===== src/inc/fpm_pkg.sv =====
package fpm_pkg;
  localparam int AW = 8;
  localparam int DW = 32;
  localparam int WSH = 2;
  localparam int NFPR = 8;
  localparam int NIMG = 3;
  // register byte offsets
  localparam logic [7:0] A_INSN = 8'h00;
  localparam logic [7:0] A_STAT = 8'h04;
  localparam logic [7:0] A_CR = 8'h08;
  localparam logic [7:0] A_SR = 8'h0c;
  localparam logic [7:0] A_IAR = 8'h10;
  localparam logic [7:0] A_IMG0 = 8'h14;
  localparam logic [7:0] IMG_SPAN = 8'h0c;
  localparam logic [7:0] A_EAR = 8'h20;
  localparam logic [7:0] A_SRC = 8'h24;
  localparam logic [7:0] A_FPR = 8'h40;
  localparam logic [7:0] FPR_MSK = 8'h1c;
  // instruction word fields: first word in [31:16], second in [15:0]
  localparam int W1_LO = 16;
  localparam int W1_LINE = 12;
  localparam int W1_CP = 9;
  localparam int W1_TY = 6;
  localparam int EA_M = 3;
  localparam int EA_R = 0;
  localparam logic [3:0] LINE_CP = 4'hf;
  localparam logic [2:0] TY_GEN = 3'h0;
  localparam int W2_CLS = 14;
  localparam int W2_XFER_DIR = 13;
  localparam int W2_LIST = 10;
  localparam int W2_PADW = 10;
  localparam int W2_TOP = 15;
  localparam int W2_RM = 14;
  localparam int W2_SPEC = 10;
  localparam int W2_DST = 7;
  localparam logic [1:0] CLS_MOVEC = 2'h2;
  localparam int L_IAR = 0;
  localparam int L_SR = 1;
  localparam int L_CR = 2;
  localparam logic [2:0] SEL_IAR = 3'h1;
  // addressing modes and mode-7 registers
  localparam logic [2:0] M_DN = 3'h0;
  localparam logic [2:0] M_AN = 3'h1;
  localparam logic [2:0] M_IND = 3'h2;
  localparam logic [2:0] M_POST = 3'h3;
  localparam logic [2:0] M_PRE = 3'h4;
  localparam logic [2:0] M_DISP = 3'h5;
  localparam logic [2:0] M_IDX = 3'h6;
  localparam logic [2:0] M_EXT = 3'h7;
  localparam logic [2:0] R_ABSW = 3'h0;
  localparam logic [2:0] R_ABSL = 3'h1;
  localparam logic [2:0] R_PCD = 3'h2;
  localparam logic [2:0] R_PCX = 3'h3;
  localparam logic [2:0] R_IMM = 3'h4;
  // source data formats
  localparam logic [2:0] F_LONG = 3'h0;
  localparam logic [2:0] F_SGL = 3'h1;
  localparam logic [2:0] F_EXT = 3'h2;
  localparam logic [2:0] F_PACK = 3'h3;
  localparam logic [2:0] F_WORD = 3'h4;
  localparam logic [2:0] F_DBL = 3'h5;
  localparam logic [2:0] F_BYTE = 3'h6;
  localparam logic [2:0] F_RSVD = 3'h7;
  localparam int BYTE_W = 8;
  localparam int WORD_W = 16;
  // floating-point status and control fields
  localparam int S_CCN = 27;
  localparam int S_CCZ = 26;
  localparam int S_CCI = 25;
  localparam int S_CCNAN = 24;
  localparam int S_UNORDERED_BRANCH_FLAG = 15;
  localparam int S_INVALID_OPERATION_FLAG = 13;
  localparam int S_OVFL = 12;
  localparam int S_UNFL = 11;
  localparam int S_DIVIDE_BY_ZERO_FLAG = 10;
  localparam int S_INEX2 = 9;
  localparam int S_INPUT_INEXACT_FLAG = 8;
  localparam int S_AIOP = 7;
  localparam int S_AOVFL = 6;
  localparam int S_AUNFL = 5;
  localparam int S_AINEX = 3;
  localparam int C_PREC = 6;
  localparam logic [1:0] PREC_SGL = 2'h1;
  localparam logic [1:0] PREC_DBL = 2'h2;
  // decode status register fields
  localparam int T_BUSY = 0;
  localparam int T_DONE = 1;
  localparam int T_ILL = 2;
  localparam int T_UNIMP = 3;
  localparam int T_FOREIGN = 4;
  localparam int T_MOVE = 5;
  localparam int T_MUL = 6;
  localparam int T_PREC = 8;
  localparam int T_CNT = 10;
  localparam int T_FMT = 12;
  localparam int T_RM = 15;
  // single-precision layout
  localparam int MAN_W = 23;
  localparam int EXP_W = 8;
  localparam int BIAS = 127;
  localparam logic [7:0] EXP_MAX = 8'hff;
  localparam logic [31:0] QNAN = 32'h7fc00000;
  localparam logic [31:0] RST_WORD = 32'h00000000;
  typedef enum logic [2:0] {
    ST_IDLE = 3'b001,
    ST_DECODE = 3'b010,
    ST_EXEC = 3'b100
  } fpm_state_t;
endpackage : fpm_pkg


===== src/fpm_mul_core.sv =====
`timescale 1ns/1ps
module fpm_mul_core (
  input wire logic [31:0] op_a,
  input wire logic [31:0] op_b,
  output logic [31:0] product,
  output logic invalid,
  output logic overflow,
  output logic underflow,
  output logic inexact
);
  localparam int MW = fpm_pkg::MAN_W;
  localparam int EW = fpm_pkg::EXP_W;
  localparam int PW = 2 * (MW + 1);
  localparam int SB = MW + EW;
  wire [EW-1:0] ea = op_a[MW +: EW];
  wire [EW-1:0] eb = op_b[MW +: EW];
  wire [MW-1:0] ma = op_a[MW-1:0];
  wire [MW-1:0] mb = op_b[MW-1:0];
  // denormals flush to zero: no gradual underflow path here
  wire za = ea == '0;
  wire zb = eb == '0;
  wire ia = ea == fpm_pkg::EXP_MAX && ma == '0;
  wire ib = eb == fpm_pkg::EXP_MAX && mb == '0;
  wire na = ea == fpm_pkg::EXP_MAX && ma != '0;
  wire nb = eb == fpm_pkg::EXP_MAX && mb != '0;
  wire sg = op_a[SB] ^ op_b[SB];
  wire [PW-1:0] mp = PW'({1'b1, ma}) * PW'({1'b1, mb});
  wire top = mp[PW-1];
  wire [EW+1:0] es = (EW+2)'(ea) + (EW+2)'(eb) + (EW+2)'(top) - (EW+2)'(fpm_pkg::BIAS);
  wire [MW-1:0] mn = top ? mp[PW-2 -: MW] : mp[PW-3 -: MW];
  wire lost = top ? (mp[MW:0] != '0) : (mp[MW-1:0] != '0);
  wire e_hi = !es[EW+1] && (es[EW:0] >= (EW+1)'(fpm_pkg::EXP_MAX));
  wire e_lo = es[EW+1] || es == '0;
  // special operands first, then the finite product, truncated
  always_comb begin
    invalid = (za && ib) || (ia && zb);
    overflow = 1'b0;
    underflow = 1'b0;
    inexact = 1'b0;
    if (invalid || na || nb) begin
      product = fpm_pkg::QNAN;
    end else if (ia || ib) begin
      product = {sg, fpm_pkg::EXP_MAX, MW'(0)};
    end else if (za || zb) begin
      product = {sg, EW'(0), MW'(0)};
    end else if (e_hi) begin
      overflow = 1'b1;
      inexact = 1'b1;
      product = {sg, fpm_pkg::EXP_MAX, MW'(0)};
    end else if (e_lo) begin
      underflow = 1'b1;
      inexact = 1'b1;
      product = {sg, EW'(0), MW'(0)};
    end else begin
      inexact = lost;
      product = {sg, es[EW-1:0], mn};
    end
  end
endmodule : fpm_mul_core


===== src/fpm_decode_top.sv =====
// The APB interface to the registers and the register offsets were left to the implementer.
`timescale 1ns/1ps
// How it works
// - status register changes on a move only if listed, taking the whole image
// - select mask: bit 12 control, bit 11 status, bit 10 instruction address
// - direction 0 loads from memory, 1 stores to memory
// - loads accept control modes, predecrement, postincrement, immediate and pc-relative sources
// - load from data register only with exactly one register selected
// - address register direct only when instruction address register alone selected
// - stores accept only control alterable, predecrement or register destinations
// - store to data register only with one register selected
// - multiply converts source, multiplies by destination, writes destination
// - plain multiply uses control precision; variants force single or double
// - zero times infinity yields nan and sets invalid operation
// - invalid operation cleared by every other multiply
// - multiply clears unordered and divide-by-zero, leaves quotient byte alone
// - input inexact cleared unless packed source, then left to the handler
// - source-mode bit 0 register to register, 1 source via effective address
// - with source-mode 0 specifier names the source data register
// - with source-mode 1 specifier names the source data format
// - packed source raises unimplemented data type, no execution
// - multiply source data modes only; data register only for b/w/l/s
// - registers move in order control, status, address, at rising addresses
// - predecrement lowers, postincrement raises address by four per register
// - opmode picks plain, single-round or double-round multiply
module fpm_decode_top #(
  parameter logic [2:0] CP_ID = 3'h1,
  parameter logic [6:0] OPM_MUL = 7'h23,
  parameter logic [6:0] OPM_SMUL = 7'h63,
  parameter logic [6:0] OPM_DMUL = 7'h67
) (
  input wire logic ref_clk,
  input wire logic reset,
  input wire logic ce,
  input wire logic psel,
  input wire logic penable,
  input wire logic pwrite,
  input wire logic [fpm_pkg::AW-1:0] paddr,
  input wire logic [fpm_pkg::DW-1:0] pwdata,
  output logic [fpm_pkg::DW-1:0] prdata,
  output logic pready,
  output logic pslverr
);
  localparam int DW = fpm_pkg::DW;

  fpm_pkg::fpm_state_t st_q, st_d;
  logic [DW-1:0] insn_q, cr_q, sr_q, iar_q, ear_q, src_q;
  logic [DW-1:0] img_q [fpm_pkg::NIMG];
  logic [DW-1:0] fpr_q [fpm_pkg::NFPR];
  logic [DW-1:0] prdata_q, res_q;
  logic pready_q, pslverr_q;
  logic done_q, ill_q, unimp_q, foreign_q, mv_q, mul_q;
  logic inv_q, ovf_q, unf_q, inx_q;
  logic [1:0] prec_q;

  // instruction fields
  wire [15:0] w1 = insn_q[fpm_pkg::W1_LO +: 16];
  wire [15:0] w2 = insn_q[fpm_pkg::W1_LO-1:0];
  wire [3:0] line = w1[fpm_pkg::W1_LINE +: 4];
  wire [2:0] cpid = w1[fpm_pkg::W1_CP +: 3];
  wire [2:0] wty = w1[fpm_pkg::W1_TY +: 3];
  wire [2:0] md = w1[fpm_pkg::EA_M +: 3];
  wire [2:0] rg = w1[fpm_pkg::EA_R +: 3];
  wire [1:0] cls = w2[fpm_pkg::W2_CLS +: 2];
  wire transfer_direction = w2[fpm_pkg::W2_XFER_DIR];
  wire [2:0] lst = w2[fpm_pkg::W2_LIST +: 3];
  wire [9:0] pad = w2[fpm_pkg::W2_PADW-1:0];
  wire rm = w2[fpm_pkg::W2_RM];
  wire [2:0] spec = w2[fpm_pkg::W2_SPEC +: 3];
  wire [2:0] dst = w2[fpm_pkg::W2_DST +: 3];
  wire [6:0] opm = w2[6:0];

  // coprocessor general-type word aimed at this unit
  wire line_ok = line == fpm_pkg::LINE_CP && wty == fpm_pkg::TY_GEN;
  wire mine = cpid == CP_ID;
  wire is_mv = line_ok && mine && cls == fpm_pkg::CLS_MOVEC && pad == '0;
  wire opm_ok = opm == OPM_MUL || opm == OPM_SMUL || opm == OPM_DMUL;
  wire is_mul = line_ok && mine && !w2[fpm_pkg::W2_TOP] && !transfer_direction && opm_ok;

  // register select mask
  wire s_cr = lst[fpm_pkg::L_CR];
  wire s_sr = lst[fpm_pkg::L_SR];
  wire s_iar = lst[fpm_pkg::L_IAR];
  wire one = $onehot(lst);
  wire only_iar = lst == fpm_pkg::SEL_IAR;
  wire [1:0] cnt = 2'(s_cr) + 2'(s_sr) + 2'(s_iar);
  wire mem_md = md == fpm_pkg::M_IND || md == fpm_pkg::M_DISP || md == fpm_pkg::M_IDX;
  wire abs_rg = rg == fpm_pkg::R_ABSW || rg == fpm_pkg::R_ABSL;
  wire pc_rg = rg == fpm_pkg::R_PCD || rg == fpm_pkg::R_PCX;
  wire imm_rg = rg == fpm_pkg::R_IMM;
  wire ext7 = md == fpm_pkg::M_EXT;
  wire dn_md = md == fpm_pkg::M_DN;
  wire an_md = md == fpm_pkg::M_AN;
  wire post_md = md == fpm_pkg::M_POST;
  wire pre_md = md == fpm_pkg::M_PRE;

  // legal modes per direction
  wire ld_ok = mem_md || post_md || pre_md
    || (ext7 && (abs_rg || pc_rg || imm_rg))
    || (dn_md && one)
    || (an_md && only_iar);
  wire st_ok = mem_md || pre_md
    || (ext7 && abs_rg)
    || (dn_md && one)
    || (an_md && only_iar);
  wire mv_ok = is_mv && lst != '0 && (transfer_direction ? st_ok : ld_ok);

  // multiply source legality; address field ignored for register sources
  wire fmt_small = spec == fpm_pkg::F_LONG || spec == fpm_pkg::F_SGL
    || spec == fpm_pkg::F_WORD || spec == fpm_pkg::F_BYTE;
  wire src_md_ok = mem_md || post_md || pre_md
    || (ext7 && (abs_rg || pc_rg || imm_rg))
    || (dn_md && fmt_small);
  wire ea_ok = !rm || (src_md_ok && spec != fpm_pkg::F_RSVD);
  wire unimp = is_mul && ea_ok && rm && spec == fpm_pkg::F_PACK;
  wire mul_ok = is_mul && ea_ok && !unimp;
  wire ill = line_ok && mine && !mv_ok && !mul_ok && !unimp;

  // effective rounding precision; variants override the control setting
  wire [1:0] prec = opm == OPM_SMUL ? fpm_pkg::PREC_SGL
    : opm == OPM_DMUL ? fpm_pkg::PREC_DBL
    : cr_q[fpm_pkg::C_PREC +: 2];

  // integer sources become single precision; truncates past 24 bits
  function automatic logic [DW-1:0] fpm_i2s(input logic [DW-1:0] v);
    logic [DW-1:0] mag;
    logic [DW-1:0] nrm;
    logic [fpm_pkg::EXP_W-1:0] ex;
    logic fnd;
    mag = v[DW-1] ? DW'(-v) : v;
    nrm = '0;
    ex = '0;
    fnd = 1'b0;
    for (int i = DW - 1; i >= 0; i--) begin
      if (!fnd && mag[i]) begin
        fnd = 1'b1;
        nrm = mag << (DW - 1 - i);
        ex = fpm_pkg::EXP_W'(fpm_pkg::BIAS + i);
      end
    end
    fpm_i2s = fnd ? {v[DW-1], ex, nrm[DW-2 -: fpm_pkg::MAN_W]} : '0;
  endfunction : fpm_i2s

  // source operand path; wide formats arrive pre-narrowed to single
  wire [DW-1:0] sx_b = DW'($signed(src_q[fpm_pkg::BYTE_W-1:0]));
  wire [DW-1:0] sx_w = DW'($signed(src_q[fpm_pkg::WORD_W-1:0]));
  wire [DW-1:0] ea_val = spec == fpm_pkg::F_BYTE ? fpm_i2s(sx_b)
    : spec == fpm_pkg::F_WORD ? fpm_i2s(sx_w)
    : spec == fpm_pkg::F_LONG ? fpm_i2s(src_q)
    : src_q;
  wire [DW-1:0] src_val = rm ? ea_val : fpr_q[spec];
  wire [DW-1:0] prod;
  wire inv, ovf, unf, inx;

  fpm_mul_core u_mul (
    .op_a(fpr_q[dst]),
    .op_b(src_val),
    .product(prod),
    .invalid(inv),
    .overflow(ovf),
    .underflow(unf),
    .inexact(inx)
  );

  // apb decode; the answer comes in the first access cycle
  wire idle = st_q == fpm_pkg::ST_IDLE;
  wire setup = psel && !penable;
  wire acc = psel && penable && pready_q;
  wire wr = acc && pwrite && !pslverr_q;
  wire [7:0] img_off = paddr - fpm_pkg::A_IMG0;
  wire [1:0] img_i = img_off[fpm_pkg::WSH +: 2];
  wire [2:0] fpr_i = paddr[fpm_pkg::WSH +: 3];
  wire h_insn = paddr == fpm_pkg::A_INSN;
  wire h_stat = paddr == fpm_pkg::A_STAT;
  wire h_cr = paddr == fpm_pkg::A_CR;
  wire h_sr = paddr == fpm_pkg::A_SR;
  wire h_iar = paddr == fpm_pkg::A_IAR;
  wire h_img = img_off < fpm_pkg::IMG_SPAN && img_off[fpm_pkg::WSH-1:0] == '0;
  wire h_ear = paddr == fpm_pkg::A_EAR;
  wire h_src = paddr == fpm_pkg::A_SRC;
  wire h_fpr = (paddr & ~fpm_pkg::FPR_MSK) == fpm_pkg::A_FPR;
  wire h_any = h_insn || h_stat || h_cr || h_sr || h_iar || h_img || h_ear || h_src || h_fpr;
  // status is read-only and the word is locked while a decode runs
  wire bad = !h_any || (pwrite && (h_stat || (h_insn && !idle)));
  wire issue = wr && h_insn;
  wire exec = st_q == fpm_pkg::ST_EXEC;
  wire dec = st_q == fpm_pkg::ST_DECODE;

  wire [DW-1:0] stat_w = DW'({rm, spec, cnt, prec_q, 1'b0, mul_q, mv_q, foreign_q,
    unimp_q, ill_q, done_q, !idle});
  wire [DW-1:0] rd_val = h_insn ? insn_q : h_stat ? stat_w : h_cr ? cr_q
    : h_sr ? sr_q : h_iar ? iar_q : h_img ? img_q[img_i] : h_ear ? ear_q
    : h_src ? src_q : h_fpr ? fpr_q[fpr_i] : '0;

  // load images are consumed in fixed order by rank
  wire [1:0] rk_sr = 2'(s_cr);
  wire [1:0] rk_iar = 2'(s_cr) + 2'(s_sr);
  wire ld_do = exec && mv_q && !transfer_direction;
  wire st_do = exec && mv_q && transfer_direction;
  wire mul_do = exec && mul_q;
  wire [DW-1:0] mv_bytes = DW'(cnt) << fpm_pkg::WSH;

  // status image after a multiply
  logic [DW-1:0] sr_mul;
  always_comb begin
    sr_mul = sr_q;
    sr_mul[fpm_pkg::S_CCN] = res_q[DW-1];
    sr_mul[fpm_pkg::S_CCZ] = res_q[DW-2:0] == '0;
    sr_mul[fpm_pkg::S_CCI] = res_q == {res_q[DW-1], fpm_pkg::EXP_MAX, fpm_pkg::MAN_W'(0)};
    sr_mul[fpm_pkg::S_CCNAN] = res_q[DW-2 -: fpm_pkg::EXP_W] == fpm_pkg::EXP_MAX
      && res_q[fpm_pkg::MAN_W-1:0] != '0;
    sr_mul[fpm_pkg::S_UNORDERED_BRANCH_FLAG] = 1'b0;
    sr_mul[fpm_pkg::S_INVALID_OPERATION_FLAG] = inv_q;
    sr_mul[fpm_pkg::S_OVFL] = ovf_q;
    sr_mul[fpm_pkg::S_UNFL] = unf_q;
    sr_mul[fpm_pkg::S_DIVIDE_BY_ZERO_FLAG] = 1'b0;
    sr_mul[fpm_pkg::S_INEX2] = inx_q;
    sr_mul[fpm_pkg::S_INPUT_INEXACT_FLAG] = 1'b0;
    sr_mul[fpm_pkg::S_AIOP] = sr_q[fpm_pkg::S_AIOP] | inv_q;
    sr_mul[fpm_pkg::S_AOVFL] = sr_q[fpm_pkg::S_AOVFL] | ovf_q;
    sr_mul[fpm_pkg::S_AUNFL] = sr_q[fpm_pkg::S_AUNFL] | unf_q;
    sr_mul[fpm_pkg::S_AINEX] = sr_q[fpm_pkg::S_AINEX] | inx_q | ovf_q;
  end

  // sequencer: issue, decode, execute
  always_comb begin
    st_d = st_q;
    case (st_q)
      fpm_pkg::ST_IDLE: begin
        if (issue) begin
          st_d = fpm_pkg::ST_DECODE;
        end
      end
      fpm_pkg::ST_DECODE: begin
        st_d = fpm_pkg::ST_EXEC;
      end
      fpm_pkg::ST_EXEC: begin
        st_d = fpm_pkg::ST_IDLE;
      end
      default: begin
        st_d = fpm_pkg::ST_IDLE;
      end
    endcase
  end

  always_ff @(posedge ref_clk) begin
    if (reset) begin
      st_q <= fpm_pkg::ST_IDLE;
    end else if (ce) begin
      st_q <= st_d;
    end
  end

  // apb answer, sampled in the setup cycle
  always_ff @(posedge ref_clk) begin
    if (reset) begin
      pready_q <= 1'b0;
      pslverr_q <= 1'b0;
      prdata_q <= fpm_pkg::RST_WORD;
    end else if (ce) begin
      pready_q <= setup;
      pslverr_q <= setup && bad;
      if (setup) begin
        prdata_q <= pwrite ? fpm_pkg::RST_WORD : rd_val;
      end
    end
  end

  // instruction word and plain operand registers
  always_ff @(posedge ref_clk) begin
    if (reset) begin
      insn_q <= fpm_pkg::RST_WORD;
      src_q <= fpm_pkg::RST_WORD;
    end else if (ce) begin
      if (issue) begin
        insn_q <= pwdata;
      end
      if (wr && h_src) begin
        src_q <= pwdata;
      end
    end
  end

  // decode result flags, cleared by a new issue
  always_ff @(posedge ref_clk) begin
    if (reset) begin
      {done_q, ill_q, unimp_q, foreign_q, mv_q, mul_q} <= '0;
      prec_q <= '0;
    end else if (ce) begin
      if (issue) begin
        {done_q, ill_q, unimp_q, foreign_q, mv_q, mul_q} <= '0;
      end else if (dec) begin
        ill_q <= ill || !line_ok;
        unimp_q <= unimp;
        foreign_q <= line_ok && !mine;
        mv_q <= mv_ok;
        mul_q <= mul_ok;
        prec_q <= mul_ok ? prec : '0;
      end else if (exec) begin
        done_q <= 1'b1;
      end
    end
  end

  // product held from decode so register writes cannot disturb it
  always_ff @(posedge ref_clk) begin
    if (reset) begin
      res_q <= fpm_pkg::RST_WORD;
      {inv_q, ovf_q, unf_q, inx_q} <= '0;
    end else if (ce && dec) begin
      res_q <= prod;
      {inv_q, ovf_q, unf_q, inx_q} <= {inv, ovf, unf, inx};
    end
  end

  // control registers; execution wins over a same-cycle bus write
  always_ff @(posedge ref_clk) begin
    if (reset) begin
      cr_q <= fpm_pkg::RST_WORD;
      sr_q <= fpm_pkg::RST_WORD;
      iar_q <= fpm_pkg::RST_WORD;
    end else if (ce) begin
      if (ld_do && s_cr) begin
        cr_q <= img_q[0];
      end else if (wr && h_cr) begin
        cr_q <= pwdata;
      end
      if (ld_do && s_sr) begin
        sr_q <= img_q[rk_sr];
      end else if (mul_do) begin
        sr_q <= sr_mul;
      end else if (wr && h_sr) begin
        sr_q <= pwdata;
      end
      if (ld_do && s_iar) begin
        iar_q <= img_q[rk_iar];
      end else if (wr && h_iar) begin
        iar_q <= pwdata;
      end
    end
  end

  // address register adjusts by the total image size
  always_ff @(posedge ref_clk) begin
    if (reset) begin
      ear_q <= fpm_pkg::RST_WORD;
    end else if (ce) begin
      if (exec && mv_q && pre_md) begin
        ear_q <= ear_q - mv_bytes;
      end else if (exec && mv_q && post_md) begin
        ear_q <= ear_q + mv_bytes;
      end else if (wr && h_ear) begin
        ear_q <= pwdata;
      end
    end
  end

  // memory image slots: stores fill them in rank order
  for (genvar k = 0; k < fpm_pkg::NIMG; k++) begin : g_img
    wire t_cr = s_cr && k == 0;
    wire t_sr = s_sr && rk_sr == 2'(k);
    wire t_iar = s_iar && rk_iar == 2'(k);
    always_ff @(posedge ref_clk) begin
      if (reset) begin
        img_q[k] <= fpm_pkg::RST_WORD;
      end else if (ce) begin
        if (st_do && t_cr) begin
          img_q[k] <= cr_q;
        end else if (st_do && t_sr) begin
          img_q[k] <= sr_q;
        end else if (st_do && t_iar) begin
          img_q[k] <= iar_q;
        end else if (wr && h_img && img_i == 2'(k)) begin
          img_q[k] <= pwdata;
        end
      end
    end
  end

  // floating-point data registers
  for (genvar n = 0; n < fpm_pkg::NFPR; n++) begin : g_fpr
    always_ff @(posedge ref_clk) begin
      if (reset) begin
        fpr_q[n] <= fpm_pkg::RST_WORD;
      end else if (ce) begin
        if (mul_do && dst == 3'(n)) begin
          fpr_q[n] <= res_q;
        end else if (wr && h_fpr && fpr_i == 3'(n)) begin
          fpr_q[n] <= pwdata;
        end
      end
    end
  end

  assign prdata = prdata_q;
  assign pready = pready_q;
  assign pslverr = pslverr_q;
endmodule : fpm_decode_top


===== config.mk =====
export PLATFORM = sky130hd
export DESIGN_NAME = fpm_decode_top
export DESIGN_NICKNAME = d
export VERILOG_FILES = /design/src/inc/fpm_pkg.sv /design/src/fpm_mul_core.sv /design/src/fpm_decode_top.sv
export SDC_FILE = /design/constraint.sdc
export NUM_CORES = 2
export LEC_CHECK = 0
export ABC_AREA = 1
export BUFFER_PORTS_ARGS = -buffer_cell sky130_fd_sc_hd__buf_4
export CAP_MARGIN = 20
export CELL_PAD_IN_SITES_DETAIL_PLACEMENT = 0
export CELL_PAD_IN_SITES_GLOBAL_PLACEMENT = 1
export CORE_ASPECT_RATIO = 0.6
export CORE_MARGIN = 4
export CORE_UTILIZATION = 40
export DETAILED_ROUTE_END_ITERATION = 8
export PLACE_DENSITY_LB_ADDON = 0.1
export SYNTH_ARGS = -nofsm -noshare
export SYNTH_HDL_FRONTEND = slang
export SYNTH_SLANG_ARGS = --single-unit
export TNS_END_PERCENT = 5

===== constraint.sdc =====
create_clock -name ref_clk -period 26.5 [get_ports ref_clk]
set_input_delay 3.975 -clock ref_clk [delete_from_list [all_inputs] [get_ports ref_clk]]
set_output_delay 3.975 -clock ref_clk [all_outputs]
set_load 0.02 [all_outputs]

==> results.cfg <==
[worst_setup_path]
criticalPathCategory = flip-flop to flip-flop
r2r_cells = 74
crit_buf_inv = 14
r2r_start = src_q[0]
crit_start = src_q[0]
path_delay_family = simple AND/OR/NAND/NOR gates
arrival_ps = 18180
start_kind = flip-flop
cpMaxStageDelayCell = a21oi_1
r2r_setup_slack_ps = 8870
cpPeakStageDelay_ps = 880
critPathMaxFanout = 38
crit_required_ps = 27050
crit_path_frequent_cell = nand2_1
cp-end-kind = flip-flop
r2r-end = res_q[14]

[clock_tree]
h-tree-depth = 3
postCtsResizedCells = 0
clock-root-buffer = clkbuf_16
tritoncts = built
ctsHoldBuffers = 0
cts.sinks = 631
insertion_delay_ps = 710
clock_path_buffers = 3
numCtsBuffers = 77
cts_setup_buffers = 0
cts.clk_slew.worst_paths_ps = 60

[logic_synthesis]
synth.area.top_cells = edfxtp_1 16%, fa_1 15%, nand2_1 9.0%
synth_seq_area_share_pct = 24.9
syn_inst = 9102
ys.warnings.count = 0
synth_top_area_share_pct = 16.3
postSynth.asyncResetShare_pct = 0
ys_types = 75
ys_ff_latch = 631
ys_top_cells_by_count = 1554 x nand2_1, 1334 x inv_1, 1135 x o21ai_0, 853 x a21oi_1, 622 x nor2_1
syn_nets = 9836
yosysTopAreaCell = edfxtp_1
avgSynthCellArea_sq_um = 7.14
synth_top_flop_cell = edfxtp_1
synth_edf_count = 352
synth.most_common_cell = nand2_1
synthesis.area_sq_mm = 0.0650

[min_path]
min_path_type = flip-flop to flip-flop
min_path_cells = 2
hold_start = ill_q
holdPathEnd = ill_q

[routing]
dr_total_vias = 69900
dr.pass1.iters = 7
antenna_left = 0
via_per_inst = 6.30
drtIter0Drc = 11300
drt-wirelength-per-cell_um = 31.4
wl_mm = 348
drc_errors = 0

[grt]
grt_max_degree = 70
grt_pass1_vias = 63700
grt-ovfl-total = 0
grt_pass1_wl_mm = 490
antenna_found_initial = 23
grtUsageTotal_pct = 39.9

[timing]
hold_slack_ps = 464
setup_violations = 0
maxSlewHeadroom_pct = 13.0
hold_viol_final = 0
fmax_mhz = 56.7
drv_slew = 0
fin_crit_sh_pct = 66.5
rsz0062_at_grt = no
tns_ps = 0
fin_skew_ps = 27.2
tightest_slew_ps = 1300
fin_crit_ps = 17630

[status]
outcome = finished clean

[pwr]
leakage_nw = 29.1
ir_drop_v = 0.0000568
power_density_mw_per_mm2 = 54.8

[floorplan]
initial_core_util_pct = 40.3
die-area_sq_mm = 0.169
core_sq_mm = 0.161
fp.dieH_um = 320
row_count = 114
ios = 80
dieWidth_um = 528

[cells_and_area]
largest_reg_flops = 256
syn_to_final_growth_pct = 8.51
fin_nets = 9611
reg.largest.list = fpr_q x256, img_q x96
regMostFlops = fpr_q
fin_util_pct = 43.7
layout-drive-gt1-share_pct = 6.76

[placement]
dp_hpwl_mm = 248
io_buffers = 79
gp_congestion = 1.04

[run]
maxCapViolCount = 0
-- metal layers --
| layer | global-route usage (%) | routed length (um) | vias to the layer above |
|---|---|---|---|
| met3 | 18.9 | 60000 | 698 |
| li1 | - | - | 30100 |
| met2 | 49.2 | 124000 | 5296 |
| met5 | 0 | 463 | - |
| met1 | 59.7 | 151000 | 33800 |
| met4 | 12.5 | 13300 | 18 |
-- cell usage in the layout (no fill, tap or decap), types with 11 or more instances in the layout --
master,count
nand2_1,1548
inv_1,1328
o21ai_0,1125
a21oi_1,852
nor2_1,610
fa_1,486
nand3_1,386
edfxtp_1,352
o22ai_1,344
buf_4,321
dfxtp_1,274
ha_1,200
o211ai_1,134
a211oi_1,95
clkbuf_16,84
xor2_1,77
nand4_1,68
nor3_1,67
o221ai_1,66
clkinv_1,54
a31oi_1,34
a221oi_1,28
o21ai_1,27
nor4_1,27
inv_2,23
nor2_2,20
xnor2_1,19
nand2_2,17
nand3_2,16
o2111ai_1,16
nand3b_1,14
nor2_4,13
clkbuf_1,13
a22oi_1,11
a21oi_2,11
-- where the power goes --
| part | internal (mW) | switching [mW] |
|---|---|---|
| Clock | 0.643 | 0.486 |
| Sequential | 1.05 | 0.0112 |
| Combinational | 0.586 | 1.09 |
-- tightest hold or removal path: cells and delay by family (launching register included) --
kind / cells / cell delay, ps
AOI/OAI and AO/OA: 1 / 50
DFF: 1 / 310
and+or+nand+nor: 1 / 60
-- worst max path at each step --
stage	slack [ps]	cells after the start	end
6_report	8870	74	res_q[14]
5_1_grt	7510	75	res_q[17]
4_1_cts	9330	74	res_q[14]
3_5_place_dp	9460	70	res_q[14]
3_3_place_gp	9380	66	res_q[14]
2_1_floorplan	12840	81	res_q[8]
-- cell families after synthesis --
family / count (synthesis) / synth area share, %
AO/OA/AOI/OAI: 2817 / 24.4
XOR/XNOR: 96 / 1.29
adder cells (fa/ha/maj): 688 / 18.9
buffers and inverters: 2034 / 12.1
flip-flops: 631 / 24.9
multiplexers: 3 / 0.0462
AND/OR/NAND/NOR: 2833 / 18.4
-- cell type report --
class | instances | area, sq um
fillers | 16700 | 90800
multi-input cells | 6437 | 41200
flip-flops and latches | 631 | 16200
inverters | 1395 | 5250
well taps | 2146 | 2690
repair buffers | 335 | 2630
clock buffers | 103 | 2230
clock inverters | 40 | 352
diodes | 10 | 25.0
-- stage by stage --
step / total power [mW] / cells / area [sq um] / worst slack [ps]
2_1_floorplan: 2.19 / 9102 / 65000 / 12840
3_3_place_gp: 2.71 / 10900 / 67700 / 9380
3_5_place_dp: 2.70 / 10900 / 67800 / 9460
4_1_cts: 3.83 / 11100 / 70300 / 9330
5_1_grt: 4.08 / 11100 / 70500 / 7510
6_report: 3.86 / 11100 / 70500 / 8870
Power figures use the tool's default switching activity.
